## config.mk

```make
export PLATFORM = sky130hd
export DESIGN_NAME = sipd_decoder
export DESIGN_NICKNAME = d
export VERILOG_FILES = /design/src/rtl/sipd_pkg.sv /design/src/rtl/sipd_valid_flags.sv /design/src/rtl/sipd_line_issuer.sv /design/src/rtl/sipd_decoder.sv
export VERILOG_INCLUDE_DIRS = /design/src /design/src/rtl
export SDC_FILE = /design/constraint.sdc
export NUM_CORES = 1
export LEC_CHECK = 0
export BUFFER_PORTS_ARGS = -buffer_cell sky130_fd_sc_hd__buf_2
export CAP_MARGIN = 20
export CORE_AREA = 10 10 106 202
export CTS_CLUSTER_DIAMETER = 200
export DETAILED_ROUTE_END_ITERATION = 8
export DIE_AREA = 0 0 116 212
export PLACE_DENSITY = 0.69
export REMOVE_ABC_BUFFERS = 1
export SYNTH_ARGS = -nofsm -noshare
export SYNTH_HDL_FRONTEND = slang
export SYNTH_SLANG_ARGS = --single-unit
```

## constraint.sdc

```tcl
create_clock -name mclk -period 3.6 [get_ports mclk]
set_clock_uncertainty 0.15 [all_clocks]
set_input_delay 0.72 -clock mclk [delete_from_list [all_inputs] [get_ports mclk]]
set_output_delay 0.72 -clock mclk [all_outputs]
set_load 0.02 [all_outputs]
```

## src/rtl/sipd_regs.svh

```systemverilog
// constants for the state invalidate / prefetch decoder
// assumes: included by bare name from rtl files
`ifndef SIPD_REGS_SVH
`define SIPD_REGS_SVH
// command header fields
`define SIPD_TYPE_HI      31
`define SIPD_TYPE_LO      29
`define SIPD_SUB_HI       28
`define SIPD_SUB_LO       27
`define SIPD_OPC_HI       26
`define SIPD_OPC_LO       24
`define SIPD_SOPC_HI      23
`define SIPD_SOPC_LO      16
`define SIPD_LEN_HI       7
`define SIPD_LEN_LO       0
`define SIPD_ADDR_HI      31
`define SIPD_ADDR_LO      6
`define SIPD_CNT_HI       2
`define SIPD_CNT_LO       0
`define SIPD_INV_PIPE_BIT 2
`define SIPD_INV_CONST_BIT 1
`define SIPD_INV_MEDIA_BIT 0
// field values
`define SIPD_TYPE_GFX     3'h3
`define SIPD_SUB_ONE_DW   2'h1
`define SIPD_SUB_SHARED   2'h0
`define SIPD_OPC_ORDERED  3'h0
`define SIPD_SOPC_INVAL   8'h02
`define SIPD_SOPC_PREF    8'h03
`define SIPD_LINE_BYTES   64
// register offsets (byte addresses, word index = addr[4:2])
`define SIPD_REG_CMD      3'h0
`define SIPD_REG_VALID    3'h1
`define SIPD_REG_SETUP    3'h2
`define SIPD_REG_STATUS   3'h3
`define SIPD_REG_LASTADDR 3'h4
// reset values
`define SIPD_VALID_RST    3'h0
`endif

```

## src/rtl/sipd_pkg.sv

```systemverilog
// types for the state invalidate / prefetch decoder
// assumes: compiled before all rtl modules
package sipd_pkg;
  typedef enum logic [1:0] {
    SIPD_IDLE = 2'b00,
    SIPD_DW1  = 2'b01,
    SIPD_SKIP = 2'b10,
    SIPD_ISSUE = 2'b11
  } sipd_state_e;
  typedef logic [25:0] sipd_line_t;
endpackage

```

## src/rtl/sipd_valid_flags.sv

```systemverilog
// one valid flag per pointer group, cleared by invalidate, set by setup
// assumes: setup and invalidate are one-cycle pulses on mclk
`timescale 1ns/1ps
`include "sipd_regs.svh"
module sipd_valid_flags #(
  parameter int GROUPS = 3
) (
  // clock and reset
  input  wire logic              mclk,
  input  wire logic              resetn,
  // events
  input  wire logic [GROUPS-1:0] setup_pulse,
  input  wire logic [GROUPS-1:0] inval_pulse,
  // state
  output logic      [GROUPS-1:0] valid
);
  typedef struct packed { logic [GROUPS-1:0] v; } sipdv_s;
  sipdv_s q, d;
  // per group: a later setup sets, invalidate clears, clear enable leaves alone
  always_comb begin
    d = q;
    for (int i = 0; i < GROUPS; i++) begin
      if (setup_pulse[i]) begin
        d.v[i] = 1'b1;
      end else if (inval_pulse[i]) begin
        d.v[i] = 1'b0;
      end
    end
  end
  // state register
  always_ff @(posedge mclk) begin
    if (!resetn) begin
      q.v <= GROUPS'(`SIPD_VALID_RST);
    end else begin
      q <= d;
    end
  end
  assign valid = q.v;
endmodule // sipd_valid_flags

```

## src/rtl/sipd_line_issuer.sv

```systemverilog
// issues consecutive 64-byte line reads for a prefetch
// assumes: memory side may stall with mem_ready low
`timescale 1ns/1ps
`include "sipd_regs.svh"
module sipd_line_issuer (
  // clock and reset
  input  wire logic                mclk,
  input  wire logic                resetn,
  // start request
  input  wire logic                start,
  input  wire sipd_pkg::sipd_line_t start_line,
  input  wire logic [2:0]          count_m1,
  input  wire logic                abort,
  output logic                     busy,
  // memory read request
  output logic                     mem_read,
  output logic [31:0]              mem_address,
  input  wire logic                mem_ready
);
  typedef struct packed {
    logic                 busy;
    sipd_pkg::sipd_line_t line;
    logic [2:0]           left;
  } sipdl_s;
  sipdl_s q, d;
  // load, then step one line per accepted read, ascending
  always_comb begin
    d = q;
    if (!q.busy) begin
      if (start) begin
        d.busy = 1'b1;
        d.line = start_line;
        d.left = count_m1;
      end
    end else if (abort) begin
      d.busy = 1'b0;
    end else if (mem_ready) begin
      d.line = q.line + 26'h1;
      d.left = q.left - 3'h1;
      if (q.left == 3'h0) begin
        d.busy = 1'b0;
      end
    end
  end
  // state register
  always_ff @(posedge mclk) begin
    if (!resetn) begin
      q <= '0;
    end else begin
      q <= d;
    end
  end
  assign busy        = q.busy;
  assign mem_read    = q.busy && !abort;
  assign mem_address = {q.line, 6'h00};
endmodule // sipd_line_issuer

```

## src/rtl/sipd_decoder.sv

```systemverilog
// state invalidate / prefetch command decoder top
// assumes: one mclk, synchronous active-low reset, Avalon-MM register slave
// Behaviour
// - invalidate: type 3h, opcode 0h, sub-opcode 02h in dword 0
// - invalidate carries subtype 1h: one dword, no length field
// - bit 2 invalidates pipeline state setup pointers
// - bit 1 invalidates constant block pointer
// - bit 0 invalidates media setup pointers
// - clear enable bit leaves group and its validity unchanged
// - invalid group stops prefetching through it until new setup; the code stops prefetching only when all three groups are invalid
// - prefetch: type 3h, subtype 0h, opcode 0h, sub-opcode 03h
// - opcode 0h is ordered class; processed in stream order
// - prefetch length field is total dwords minus two, default 0h
// - second dword bits 31:6 are 64-byte aligned start address
// - start address used as absolute virtual address, no base added
// - bits 2:0 are line count minus one, 1 to 8 lines
// - device loads consecutive 64-byte lines into state cache
// - prefetch is a hint; may be skipped or cut short
//
// Local design decisions: the Avalon-MM interface to the registers and the placing of the registers.
`timescale 1ns/1ps
`include "sipd_regs.svh"
module sipd_decoder (
  // clock and reset
  input  wire logic        mclk,
  input  wire logic        resetn,
  // command stream
  input  wire logic [31:0] cmd_data,
  input  wire logic        cmd_valid,
  output logic             cmd_ready,
  // setup commands seen elsewhere in the stream: pipe, const, media
  input  wire logic [2:0]  setup_seen,
  // prefetch read requests to graphics memory
  output logic             mem_read,
  output logic [31:0]      mem_address,
  input  wire logic        mem_ready,
  // group validity
  output logic [2:0]       group_valid,
  // Avalon-MM slave
  input  wire logic [4:0]  avs_address,
  input  wire logic        avs_read,
  input  wire logic        avs_write,
  input  wire logic [31:0] avs_writedata,
  output logic [31:0]      avs_readdata,
  output logic             avs_waitrequest
);
  typedef struct packed {
    sipd_pkg::sipd_state_e st;
    logic [7:0]            skip;
    logic                  pf_en;
    logic                  rd_done;
    logic [31:0]           rdata;
    logic [15:0]           n_inval;
    logic [15:0]           n_pref;
    logic [15:0]           n_unknown;
    logic [31:0]           last_addr;
    logic [2:0]            last_cnt;
  } sipd_s;
  sipd_s q, d;

  logic [2:0]  inval_pulse;
  logic [2:0]  sw_setup;
  logic        iss_start;
  logic        iss_busy;
  logic        iss_abort;
  logic        hdr_gfx;
  logic        hdr_inval;
  logic        hdr_pref;
  logic        take;
  logic        reg_wr;
  logic        reg_rd;

  // header classification of the current stream word
  assign hdr_gfx   = cmd_data[`SIPD_TYPE_HI:`SIPD_TYPE_LO] == `SIPD_TYPE_GFX
                  && cmd_data[`SIPD_OPC_HI:`SIPD_OPC_LO] == `SIPD_OPC_ORDERED;
  assign hdr_inval = hdr_gfx
                  && cmd_data[`SIPD_SUB_HI:`SIPD_SUB_LO] == `SIPD_SUB_ONE_DW
                  && cmd_data[`SIPD_SOPC_HI:`SIPD_SOPC_LO] == `SIPD_SOPC_INVAL;
  assign hdr_pref  = hdr_gfx
                  && cmd_data[`SIPD_SUB_HI:`SIPD_SUB_LO] == `SIPD_SUB_SHARED
                  && cmd_data[`SIPD_SOPC_HI:`SIPD_SOPC_LO] == `SIPD_SOPC_PREF;

  // stream is stalled only while a prefetch is still issuing, keeping order
  assign cmd_ready = q.st != sipd_pkg::SIPD_ISSUE || !iss_busy;
  assign take      = cmd_valid && cmd_ready;

  // invalidate enables act in the cycle the header is taken; reserved bits ignored
  assign inval_pulse = (take && q.st == sipd_pkg::SIPD_IDLE && hdr_inval)
                     ? {cmd_data[`SIPD_INV_PIPE_BIT], cmd_data[`SIPD_INV_CONST_BIT],
                        cmd_data[`SIPD_INV_MEDIA_BIT]} : 3'h0;

  // prefetch launches on the address dword when enabled and some group is valid
  assign iss_start = take && q.st == sipd_pkg::SIPD_DW1 && q.pf_en
                  && (|group_valid);
  // an invalidate leaving no valid group cuts a running prefetch short
  assign iss_abort = ~|group_valid;

  // bus decode: single-cycle answer, write then read one cycle later
  assign reg_wr          = avs_write;
  assign reg_rd          = avs_read && !q.rd_done;
  assign avs_waitrequest = avs_read && !q.rd_done;
  assign avs_readdata    = q.rdata;
  assign sw_setup        = (reg_wr && avs_address[4:2] == `SIPD_REG_SETUP)
                         ? avs_writedata[2:0] : 3'h0;

  // command sequencing and register file
  always_comb begin
    d         = q;
    d.rd_done = reg_rd;
    unique case (q.st)
      sipd_pkg::SIPD_IDLE: begin
        if (take) begin
          if (hdr_inval) begin
            d.n_inval = q.n_inval + 16'h1;
          end else if (hdr_pref) begin
            d.n_pref = q.n_pref + 16'h1;
            d.skip   = cmd_data[`SIPD_LEN_HI:`SIPD_LEN_LO];
            d.st     = sipd_pkg::SIPD_DW1;
          end else begin
            d.n_unknown = q.n_unknown + 16'h1;
          end
        end
      end
      sipd_pkg::SIPD_DW1: begin
        if (take) begin
          d.last_addr = {cmd_data[`SIPD_ADDR_HI:`SIPD_ADDR_LO], 6'h00};
          d.last_cnt  = cmd_data[`SIPD_CNT_HI:`SIPD_CNT_LO];
          d.st        = (cmd_data[`SIPD_LEN_HI:`SIPD_LEN_LO] == 8'h0 && q.skip == 8'h0)
                      ? sipd_pkg::SIPD_ISSUE : sipd_pkg::SIPD_SKIP;
          if (q.skip == 8'h0) begin
            d.st = sipd_pkg::SIPD_ISSUE;
          end
        end
      end
      sipd_pkg::SIPD_SKIP: begin
        if (take) begin
          d.skip = q.skip - 8'h1;
          if (q.skip == 8'h1) begin
            d.st = sipd_pkg::SIPD_ISSUE;
          end
        end
      end
      sipd_pkg::SIPD_ISSUE: begin
        if (!iss_busy) begin
          d.st = sipd_pkg::SIPD_IDLE;
        end
      end
    endcase
    if (reg_wr && avs_address[4:2] == `SIPD_REG_CMD) begin
      d.pf_en = avs_writedata[0];
    end
    if (reg_rd) begin
      unique case (avs_address[4:2])
        `SIPD_REG_CMD:      d.rdata = {31'h0, q.pf_en};
        `SIPD_REG_VALID:    d.rdata = {29'h0, group_valid};
        `SIPD_REG_STATUS:   d.rdata = {q.n_pref, q.n_inval};
        `SIPD_REG_LASTADDR: d.rdata = {q.last_addr[31:6], 3'h0, q.last_cnt};
        default:            d.rdata = {16'h0, q.n_unknown};
      endcase
    end
  end

  // state register
  always_ff @(posedge mclk) begin
    if (!resetn) begin
      q       <= '0;
      q.st    <= sipd_pkg::SIPD_IDLE;
      q.pf_en <= 1'b1;
    end else begin
      q <= d;
    end
  end

  // pointer group validity: bit 2 pipe, bit 1 constant, bit 0 media
  sipd_valid_flags #(
    .GROUPS (3)
  ) u_flags (
    .mclk        (mclk),
    .resetn      (resetn),
    .setup_pulse (setup_seen | sw_setup),
    .inval_pulse (inval_pulse),
    .valid       (group_valid)
  );

  // line read issuer
  sipd_line_issuer u_issue (
    .mclk        (mclk),
    .resetn      (resetn),
    .start       (iss_start),
    .start_line  (cmd_data[`SIPD_ADDR_HI:`SIPD_ADDR_LO]),
    .count_m1    (cmd_data[`SIPD_CNT_HI:`SIPD_CNT_LO]),
    .abort       (iss_abort),
    .busy        (iss_busy),
    .mem_read    (mem_read),
    .mem_address (mem_address),
    .mem_ready   (mem_ready)
  );
endmodule // sipd_decoder

```

==> results of run 1 <==
## worst paths after layout
path	to	cells after the start
worst max-delay path	q[42]	6
worst min-delay path	q[30]	2
worst max register to register	q[120]	7
worst min register to register	q[30]	2
## kinds of logic after synthesis
| kind of cell | after synthesis | share of synthesized area, % |
|---|---|---|
| other cells | 1 | 0.0468 |
| buf+inv | 152 | 10.5 |
| flops | 154 | 38.5 |
| xor+xnor | 29 | 3.17 |
| compound gates | 216 | 18.4 |
| simple gates | 408 | 25.0 |
| fa+ha+maj | 14 | 2.19 |
| mux | 17 | 2.16 |
## power by group
group | leakage [nW] | switching [mW] | internal, mW
registers | 1.25 | 0.0173 | 1.73
logic | 1.72 | 0.192 | 0.0896
clock network | 0.296 | 0.710 | 1.14
## Yosys cell counts (5+ instances only)
cell	count
a31oi_1	5
clkbuf_1	49
ha_1	14
a211oi_1	15
a21oi_1	77
nand3_1	36
mux2i_1	15
nand2b_1	12
or4_1	5
a22oi_1	9
and2_1	7
a222oi_1	10
xnor2_1	23
xor2_1	6
a221oi_1	22
or3_1	13
nor4_1	19
o41ai_1	7
nand4_1	19
dfxtp_1	154
o21ai_0	27
o22ai_1	5
inv_1	28
and3_1	12
nor3_1	38
nor3_2	5
buf_4	66
nor2_1	87
nand2_1	133
o31ai_1	8
## state kept, by name, summed over array words and instances (netlist names)
| register | cells |
|---|---|
| q | 89 |
| u_issue.busy | 1 |
| u_flags.valid | 3 |
| u_issue.mem_address | 26 |
| avs_readdata | 32 |
| u_issue.q | 3 |
## worst register-to-register path: cells and delay by family, from the launching register on
family                   cells  cell delay (ns)
AO/OA/AOI/OAI                3             0.64
adder cells (fa/ha/maj)      1             0.57
buffers and inverters        2             0.51
AND/OR/NAND/NOR              1             0.47
flip-flops                   1             0.34
## per-layer routing
metal	GRT usage, %	vias up	wire length [um]
li1	-	3553	-
met1	18.9	3481	8340
met2	35.7	242	13000
met3	3.70	56	1290
met4	10.3	0	785
met5	0	-	0
## cell type report
class / count / share of cell area, %
timing repair buffer: 130 / 8.02
clock inverter: 10 / 1.59
inverter: 29 / 1.24
tap: 216 / 3.04
clock buffer: 21 / 5.29
multi-input combinational: 690 / 46.1
antenna: 2 / 0.0563
sequential: 154 / 34.7
## metrics by stage
step                      total power, mW  setup WS [ns]  util (%)  hold WS, ns  instance area (sq um)
after detailed placement             2.07          0.354      45.5        0.297                   8280
after CTS                            3.92          0.803      48.8        0.305                   8890
after floorplan                      1.93          0.306         -        0.286                   7290
after global routing                 4.01          0.646      48.8        0.327                   8900
after global placement               2.07          0.385      45.5        0.292                   8280
final                                3.89          0.775      48.8        0.306                   8900
==> results.yml, run 1 <==
run_status:
  status: "finished clean"
detailed_routing:
  vias_per_cell: 5.86
  dr.pass1.iters: 8
  drt_drc_violations_left: 0
  routed_wl_um: 23400
  vias: 7332
  drtIter0Drc: 549
  wl_per_cell_um: 18.7
  drt.antenna.violating_nets: 0
synth:
  yosysWarnings: 0
  synth_area_per_cell_sq_um: 8.08
  ys_seq_area_share_pct: 38.5
  synth.area.top_cells: "dfxtp_1, nand2_1, buf_4"
  synth_top_area_share_pct: 38.5
  postSynthCellCount: 991
  synthArstFlopShare_pct: 0
  synth_area_sq_um: 8010
  synth_top_area_cell: "dfxtp_1"
  ys_seq_elements: 154
  synth_cell_types: 68
  synth_ff_type: "dfxtp_1"
  synth_edf_count: 0
floorplanning:
  start_util_pct: 43.9
  placement_rows: 70
  die_h_um: 212
  coreArea_sq_um: 18200
  die_w_um: 116
  dieArea_sq_um: 24600
  pin_count: 148
global_routing:
  grt_usage_pct: 19.1
  antenna_found_initial: 2
  gr-total-overflow: 0
  grt_max_degree: 131
  grt_pass1_wl_um: 37200
  grt_pass1_vias: 7229
critical_path:
  worstPathArrival_ns: 3.02
  cp_max_fo: 13
  crit_required_ns: 3.79
  criticalPathCategory: "in2reg"
  r2r_setup_slack_ns: 0.82
  worst-path-buf-inv: 1
  path_cells: "buf_2, or4_4, or4_1, o211ai_2, o21ai_0, a21oi_1"
  startpoint_type: "input pin"
  cpMaxStageDelayCell: "or4_1"
  path_delay_family: "simple AND/OR/NAND/NOR gates"
  max_stage_delay_ns: 0.70
  crit_start: "cmd_data[21]"
  crit_path_end_kind: "flip-flop"
  r2r_start: "q[125]"
cells_and_area:
  area_delta_synth_final_pct: 11.1
  fillers: 1825
  drive_gt1_share_pct: 17.8
  area.sequential_sq_um: 3080
  layout_common_cells: "dfxtp_1, nand2_1, buf_2, nor2_1, a21oi_1"
  nNetsFinal: 1114
  final_common_cell: "dfxtp_1"
  instances_no_fill: 1252
  multi_input_area_sq_um: 4100
placed_design:
  hpwl_um: 17100
  place_inst: 1219
  port_buffers: 110
  routabilityCongestion: 0.884
sta:
  fin_crit_sh_pct: 78.5
  rsz0062_at_grt: "no"
  finalSetupViolCount: 0
  hold_viol_final: 0
  slew_headroom_pct: 36.0
  max_freq_mhz: 354
  drv_slew: 0
  min_period_ns: 2.83
  tns_ns: 0
  tightest_slew_ns: 0.957
power:
  powerDensity_nw_per_um2: 437
  irDropWorstVdd_uv: 307
  p_leak_nw: 3.26
clock_network:
  post-cts-setup-buffers: 0
  cts_root_buf: "clkbuf_16"
  cts_tree: "built"
  hold_buffers: 0
  cts_max_level: 4
  ctsResizeCount: 0
  cts_buffer_depth: 2
  clock_latency_ns: 0.43
  cts_buffers: 17
  cts.sinks: 154
  path_clk_slew_ns: 0.06
flow_run:
  maxCapViolCount: 0
hold_path:
  min_from: "q[30]"
  hold_class: "reg2reg"
No activity file was read; power rests on OpenSTA's default activity.
==> run 2, diff against run 1 <==
--- a/config.mk
+++ b/config.mk
@@ -12,7 +12,7 @@
 export CTS_CLUSTER_DIAMETER = 200
 export DETAILED_ROUTE_END_ITERATION = 8
 export DIE_AREA = 0 0 116 212
-export PLACE_DENSITY = 0.69
+export PLACE_DENSITY = 0.71
 export REMOVE_ABC_BUFFERS = 1
 export SYNTH_ARGS = -nofsm -noshare
 export SYNTH_HDL_FRONTEND = slang
==> constraint.sdc (replaced) <==
create_clock -name mclk -period 2.5 [get_ports mclk]
set_clock_uncertainty 0.15 [all_clocks]
set_input_delay 0.5 -clock mclk [delete_from_list [all_inputs] [get_ports mclk]]
set_output_delay 0.5 -clock mclk [all_outputs]
set_load 0.02 [all_outputs]
==> results.yml, run 2 (same netlist as run 1, synthesis figures left out) <==
run_status:
  status: "finished clean"
cells_and_area:
  nNetsFinal: 1170
  fillers: 1791
  regMostFlops: "q"
  final_common_cell: "dfxtp_1"
  final_util_pct: 51.2
  largest_reg_flops: 89
  instances_no_fill: 1308
  layout_common_cells: "dfxtp_1, nand2_1, buf_2, nor2_1, a21oi_1"
  drive_gt1_share_pct: 22.2
  stdcell_area_sq_um: 9330
  area_delta_synth_final_pct: 16.5
power:
  p_leak_nw: 3.53
  powerDensity_nw_per_um2: 598
  irDropWorstVdd_uv: 415
  fin_total_pwr_mw: 5.58
sta:
  fin_crit_sh_pct: 96.3
  rsz0062_at_grt: "no"
  drv_slew: 0
  whs_ns: 0.170
  tightest_slew_ns: 0.629
  layout_setup_ws_ns: 0.0930
  finalSetupViolCount: 0
  hold_viol_final: 0
  slew_headroom_pct: 57.4
  max_freq_mhz: 415
  min_period_ns: 2.41
  tns_ns: 0
clock_network:
  cts_tree: "built"
  cts_root_buf: "clkbuf_16"
  cts_buffer_depth: 2
  cts_max_level: 4
  cts_buffers: 17
  hold_buffers: 0
  cts.sinks: 154
  ctsResizeCount: 0
  clock_latency_ns: 0.42
  post-cts-setup-buffers: 0
  path_clk_slew_ns: 0.06
hold_path:
  hold_class: "in2reg"
  holdPathStages: 3
  min_from: "avs_writedata[0]"
detailed_routing:
  vias: 7630
  wl_per_cell_um: 18.5
  drt.antenna.violating_nets: 0
  drtIter0Drc: 476
  drt_drc_violations_left: 0
  dr.pass1.iters: 6
  routed_wl_um: 24200
  vias_per_cell: 5.83
placed_design:
  hpwl_um: 18500
  place_inst: 1275
  post_dp_cell_area_sq_um: 8730
  routabilityCongestion: 0.923
  dp_worst_setup_slack_ns: -0.329
  port_buffers: 110
floorplanning:
  pin_count: 148
  die_w_um: 116
  die_h_um: 212
  dieArea_sq_um: 24600
  placement_rows: 70
  coreArea_sq_um: 18200
  start_util_pct: 43.9
critical_path:
  worstPathArrival_ns: 2.57
  criticalPathCategory: "in2reg"
  reg2regPathDepth: 8
  startpoint_type: "input pin"
  crit_path_end_kind: "flip-flop"
  cp_max_fo: 10
  r2r_start: "q[126]"
  crit_start: "cmd_data[21]"
  crit_required_ns: 2.66
global_routing:
  grt_usage_pct: 19.7
  grt_pass1_vias: 7406
  grt_max_degree: 54
  grt_pass1_wl_um: 38200
  antenna_found_initial: 1
  gr-total-overflow: 0
flow_run:
  maxCapViolCount: 0
## run 2: cell count changes in the layout (fill, tap and decap cells not counted), sizes merged
cell,change
buf,+56
inv,-1
clkbuf,-2
clkinv,+3
diode,-1
clkinvlp,+1
## run 2: final cells by class
| class | instances | area [sq um] | share of cell area, % |
|---|---|---|---|
| diodes | 1 | 2.50 | 0.0268 |
| clock buffers | 19 | 443 | 4.75 |
| clock inverters | 13 | 151 | 1.62 |
| inverters | 29 | 110 | 1.18 |
| multi-input cells | 690 | 4110 | 44.1 |
| flip-flops and latches | 154 | 3080 | 33.1 |
| well taps | 216 | 270 | 2.90 |
| repair buffers | 186 | 1160 | 12.4 |
## run 2: where the power goes
part / leakage, nW / internal, mW / total, mW / switching, mW
Combinational: 2.00 / 0.155 / 0.441 / 0.287
Clock: 0.288 / 1.59 / 2.62 / 1.03
Sequential: 1.25 / 2.50 / 2.52 / 0.0248
Total: 3.53 / 4.24 / 5.58 / 1.34
## run 2: critical path, cell delays in order
cell and delay (ns):
buf_2 0.12, or4_4 0.56, or4_4 0.63, o21ai_4 0.31, buf_4 0.18, a21boi_0 0.17, o21ai_0 0.10
## run 2: per-layer routing
| layer | vias up | GRT usage [%] | wire length (um) |
|---|---|---|---|
| li1 | 3669 | - | - |
| met1 | 3636 | 19.2 | 8570 |
| met2 | 255 | 37.0 | 13500 |
| met3 | 70 | 3.75 | 1120 |
| met4 | 0 | 10.8 | 1000 |
| met5 | - | 0 | 0 |
## run 2: path summary, 6_finish.rpt
check / end / slack, ns
max: q[122] / 0.09
min: q[116] / 0.17
max reg2reg: u_issue.mem_address[18] / 0.25
min reg2reg: q[19] / 0.31
==> run 3, diff against run 2 <==
--- a/config.mk
+++ b/config.mk
@@ -14,6 +14,7 @@
 export DIE_AREA = 0 0 116 212
 export PLACE_DENSITY = 0.71
 export REMOVE_ABC_BUFFERS = 1
+export SETUP_SLACK_MARGIN = 0.2
 export SYNTH_ARGS = -nofsm -noshare
 export SYNTH_HDL_FRONTEND = slang
 export SYNTH_SLANG_ARGS = --single-unit
==> results.yml, run 3 (same netlist as run 1, synthesis figures left out) <==
sta:
  hold_viol_final: 0
  tns_ns: 0
  drv_slew: 0
  slew_headroom_pct: 57.1
  min_period_ns: 2.33
  tightest_slew_ns: 0.634
  fin_crit_sh_pct: 93.1
  rsz0062_at_grt: "yes"
  max_freq_mhz: 430
  finalSetupViolCount: 0
cells_and_area:
  stdcell_area_sq_um: 9500
  instances_no_fill: 1311
  area_delta_synth_final_pct: 18.6
  drive_gt1_share_pct: 23.9
  multi_input_area_sq_um: 4220
  nNetsFinal: 1173
  layout_common_cells: "dfxtp_1, nand2_1, buf_2, nor2_1, a21oi_1"
  fillers: 1769
  area.sequential_sq_um: 3080
  final_util_pct: 52.1
  final_common_cell: "dfxtp_1"
  largest_reg_flops: 89
  regMostFlops: "q"
global_routing:
  grt_pass1_wl_um: 38500
  gr-total-overflow: 0
  grt_pass1_vias: 7491
  grt_max_degree: 54
  grt_usage_pct: 19.8
  antenna_found_initial: 1
floorplanning:
  coreArea_sq_um: 18200
  die_w_um: 116
  pin_count: 148
  placement_rows: 70
  dieArea_sq_um: 24600
  die_h_um: 212
  start_util_pct: 43.9
run_status:
  status: "finished clean"
power:
  power_frac_seq_pct: 45.0
  switching_share_pct: 24.3
  cell_internal_pwr_mw: 4.24
  p_leak_nw: 3.62
  clkPwrFrac_pct: 47.0
  irDropWorstVdd_uv: 420
  pwr-share-comb_pct: 8.0
  powerDensity_nw_per_um2: 590
  fin_total_pwr_mw: 5.60
  p_sw_mw: 1.36
detailed_routing:
  met2WireLength_um: 13800
  wl_per_cell_um: 18.8
  drtIter0Drc: 543
  drt_drc_violations_left: 0
  wl_met3_um: 1250
  vias_per_cell: 5.90
  top_layer: "met4"
  drt.antenna.violating_nets: 0
  routed_wl_um: 24700
  dr.pass1.iters: 5
  met1_length_um: 8560
  vias: 7737
critical_path:
  cpMaxStageDelayCell: "or4_4"
  worstPathArrival_ns: 2.49
  crit_required_ns: 2.66
  r2r_setup_slack_ns: 0.28
  crit_path_end_kind: "flip-flop"
  criticalPathCategory: "in2reg"
  path_delay_family: "simple AND/OR/NAND/NOR gates"
  startpoint_type: "input pin"
  path_cells: "buf_6, or4b_1, or4_4, o21ai_4, buf_6, mux2i_1, a21oi_1"
  crit_path_frequent_cell: "buf_6"
  r2r_start: "q[125]"
  worst-path-buf-inv: 2
  max_stage_delay_ns: 0.66
  r2r_end: "q[117]"
  cp_max_fo: 7
  reg2regPathDepth: 8
clock_network:
  hold_buffers: 0
  cts_buffers: 17
  cts_buffer_depth: 2
  cts_root_buf: "clkbuf_16"
  cts_tree: "built"
  cts.sinks: 154
  clock_latency_ns: 0.43
  cts_max_level: 4
  path_clk_slew_ns: 0.06
hold_path:
  min_from: "avs_writedata[0]"
  hold-path-endpoint: "q[116]"
  holdPathStages: 3
  hold_class: "in2reg"
flow_run:
  maxCapViolCount: 0
placed_design:
  hpwl_um: 18500
  post_dp_cell_area_sq_um: 8730
  port_buffers: 110
  place_inst: 1275
  routabilityCongestion: 0.923
[run 3: changes by cell type in the layout (fill, tap and decap cells not counted), moves of 3 or more]
cell,delta
o21ai_0,-3
buf_2,-3
nor4_2,+4
nor4_1,-6
buf_6,+7
buf_4,-3
nor3_1,-4
nor3_2,+3
[run 3: tightest hold or removal path: cells and delay by family]
kind          cells  cell delay (ns)
buf+inv           1             0.09
mux               1             0.06
simple gates      1             0.06
[run 3: per-stage QoR]
step	setup slack [ns]	hold WS (ns)
floorplan	-0.574	0.286
global placement	-0.298	0.293
detailed placement	-0.329	0.298
CTS	0.187	0.161
global route	0.0990	0.193
finish	0.173	0.168
[run 3: repair_timing]
| item | 4_1_cts | 5_1_grt |
|---|---|---|
| pin swaps | 6 | 9 |
| cloned | 1 | 0 |
| buffers inserted | 0 | 2 |
| resized for setup | 7 | 31 |
| setup endpoints to repair | 12 | 42 |
[run 3: area by class of cell]
class / instances / area share [%]
timing repair buffer: 188 / 12.8
tap: 216 / 2.85
sequential: 154 / 32.5
clock buffer: 19 / 4.66
antenna: 1 / 0.0263
inverter: 29 / 1.16
multi-input combinational: 691 / 44.5
clock inverter: 13 / 1.59
[run 3: worst max path at each step]
stage	start	to	slack (ns)	depth (start not counted)
floorplan	resetn	u_issue.mem_address[30]	-0.57	3
global placement	cmd_data[21]	q[122]	-0.30	7
detailed placement	cmd_data[21]	q[122]	-0.33	7
CTS	cmd_data[25]	q[122]	0.19	7
global route	cmd_data[21]	q[81]	0.1	8
finish	cmd_data[25]	q[117]	0.17	7
[run 3: metal layers]
metal	global-route usage, %	vias up
met1	19.1	3679
met3	3.75	83
li1	-	3679
met2	37.3	296
met4	11.3	0
met5	0	-
[run 3: power groups by stage]
| stage | logic [mW] | registers [mW] | clock network (mW) |
|---|---|---|---|
| 3_3_place_gp | 0.435 | 2.57 | 0 |
| 5_1_grt | 0.487 | 2.53 | 2.76 |
| 3_5_place_dp | 0.440 | 2.58 | 0 |
| 6_report | 0.449 | 2.52 | 2.63 |
| 2_1_floorplan | 0.168 | 2.62 | 0 |
| 4_1_cts | 0.445 | 2.52 | 2.65 |
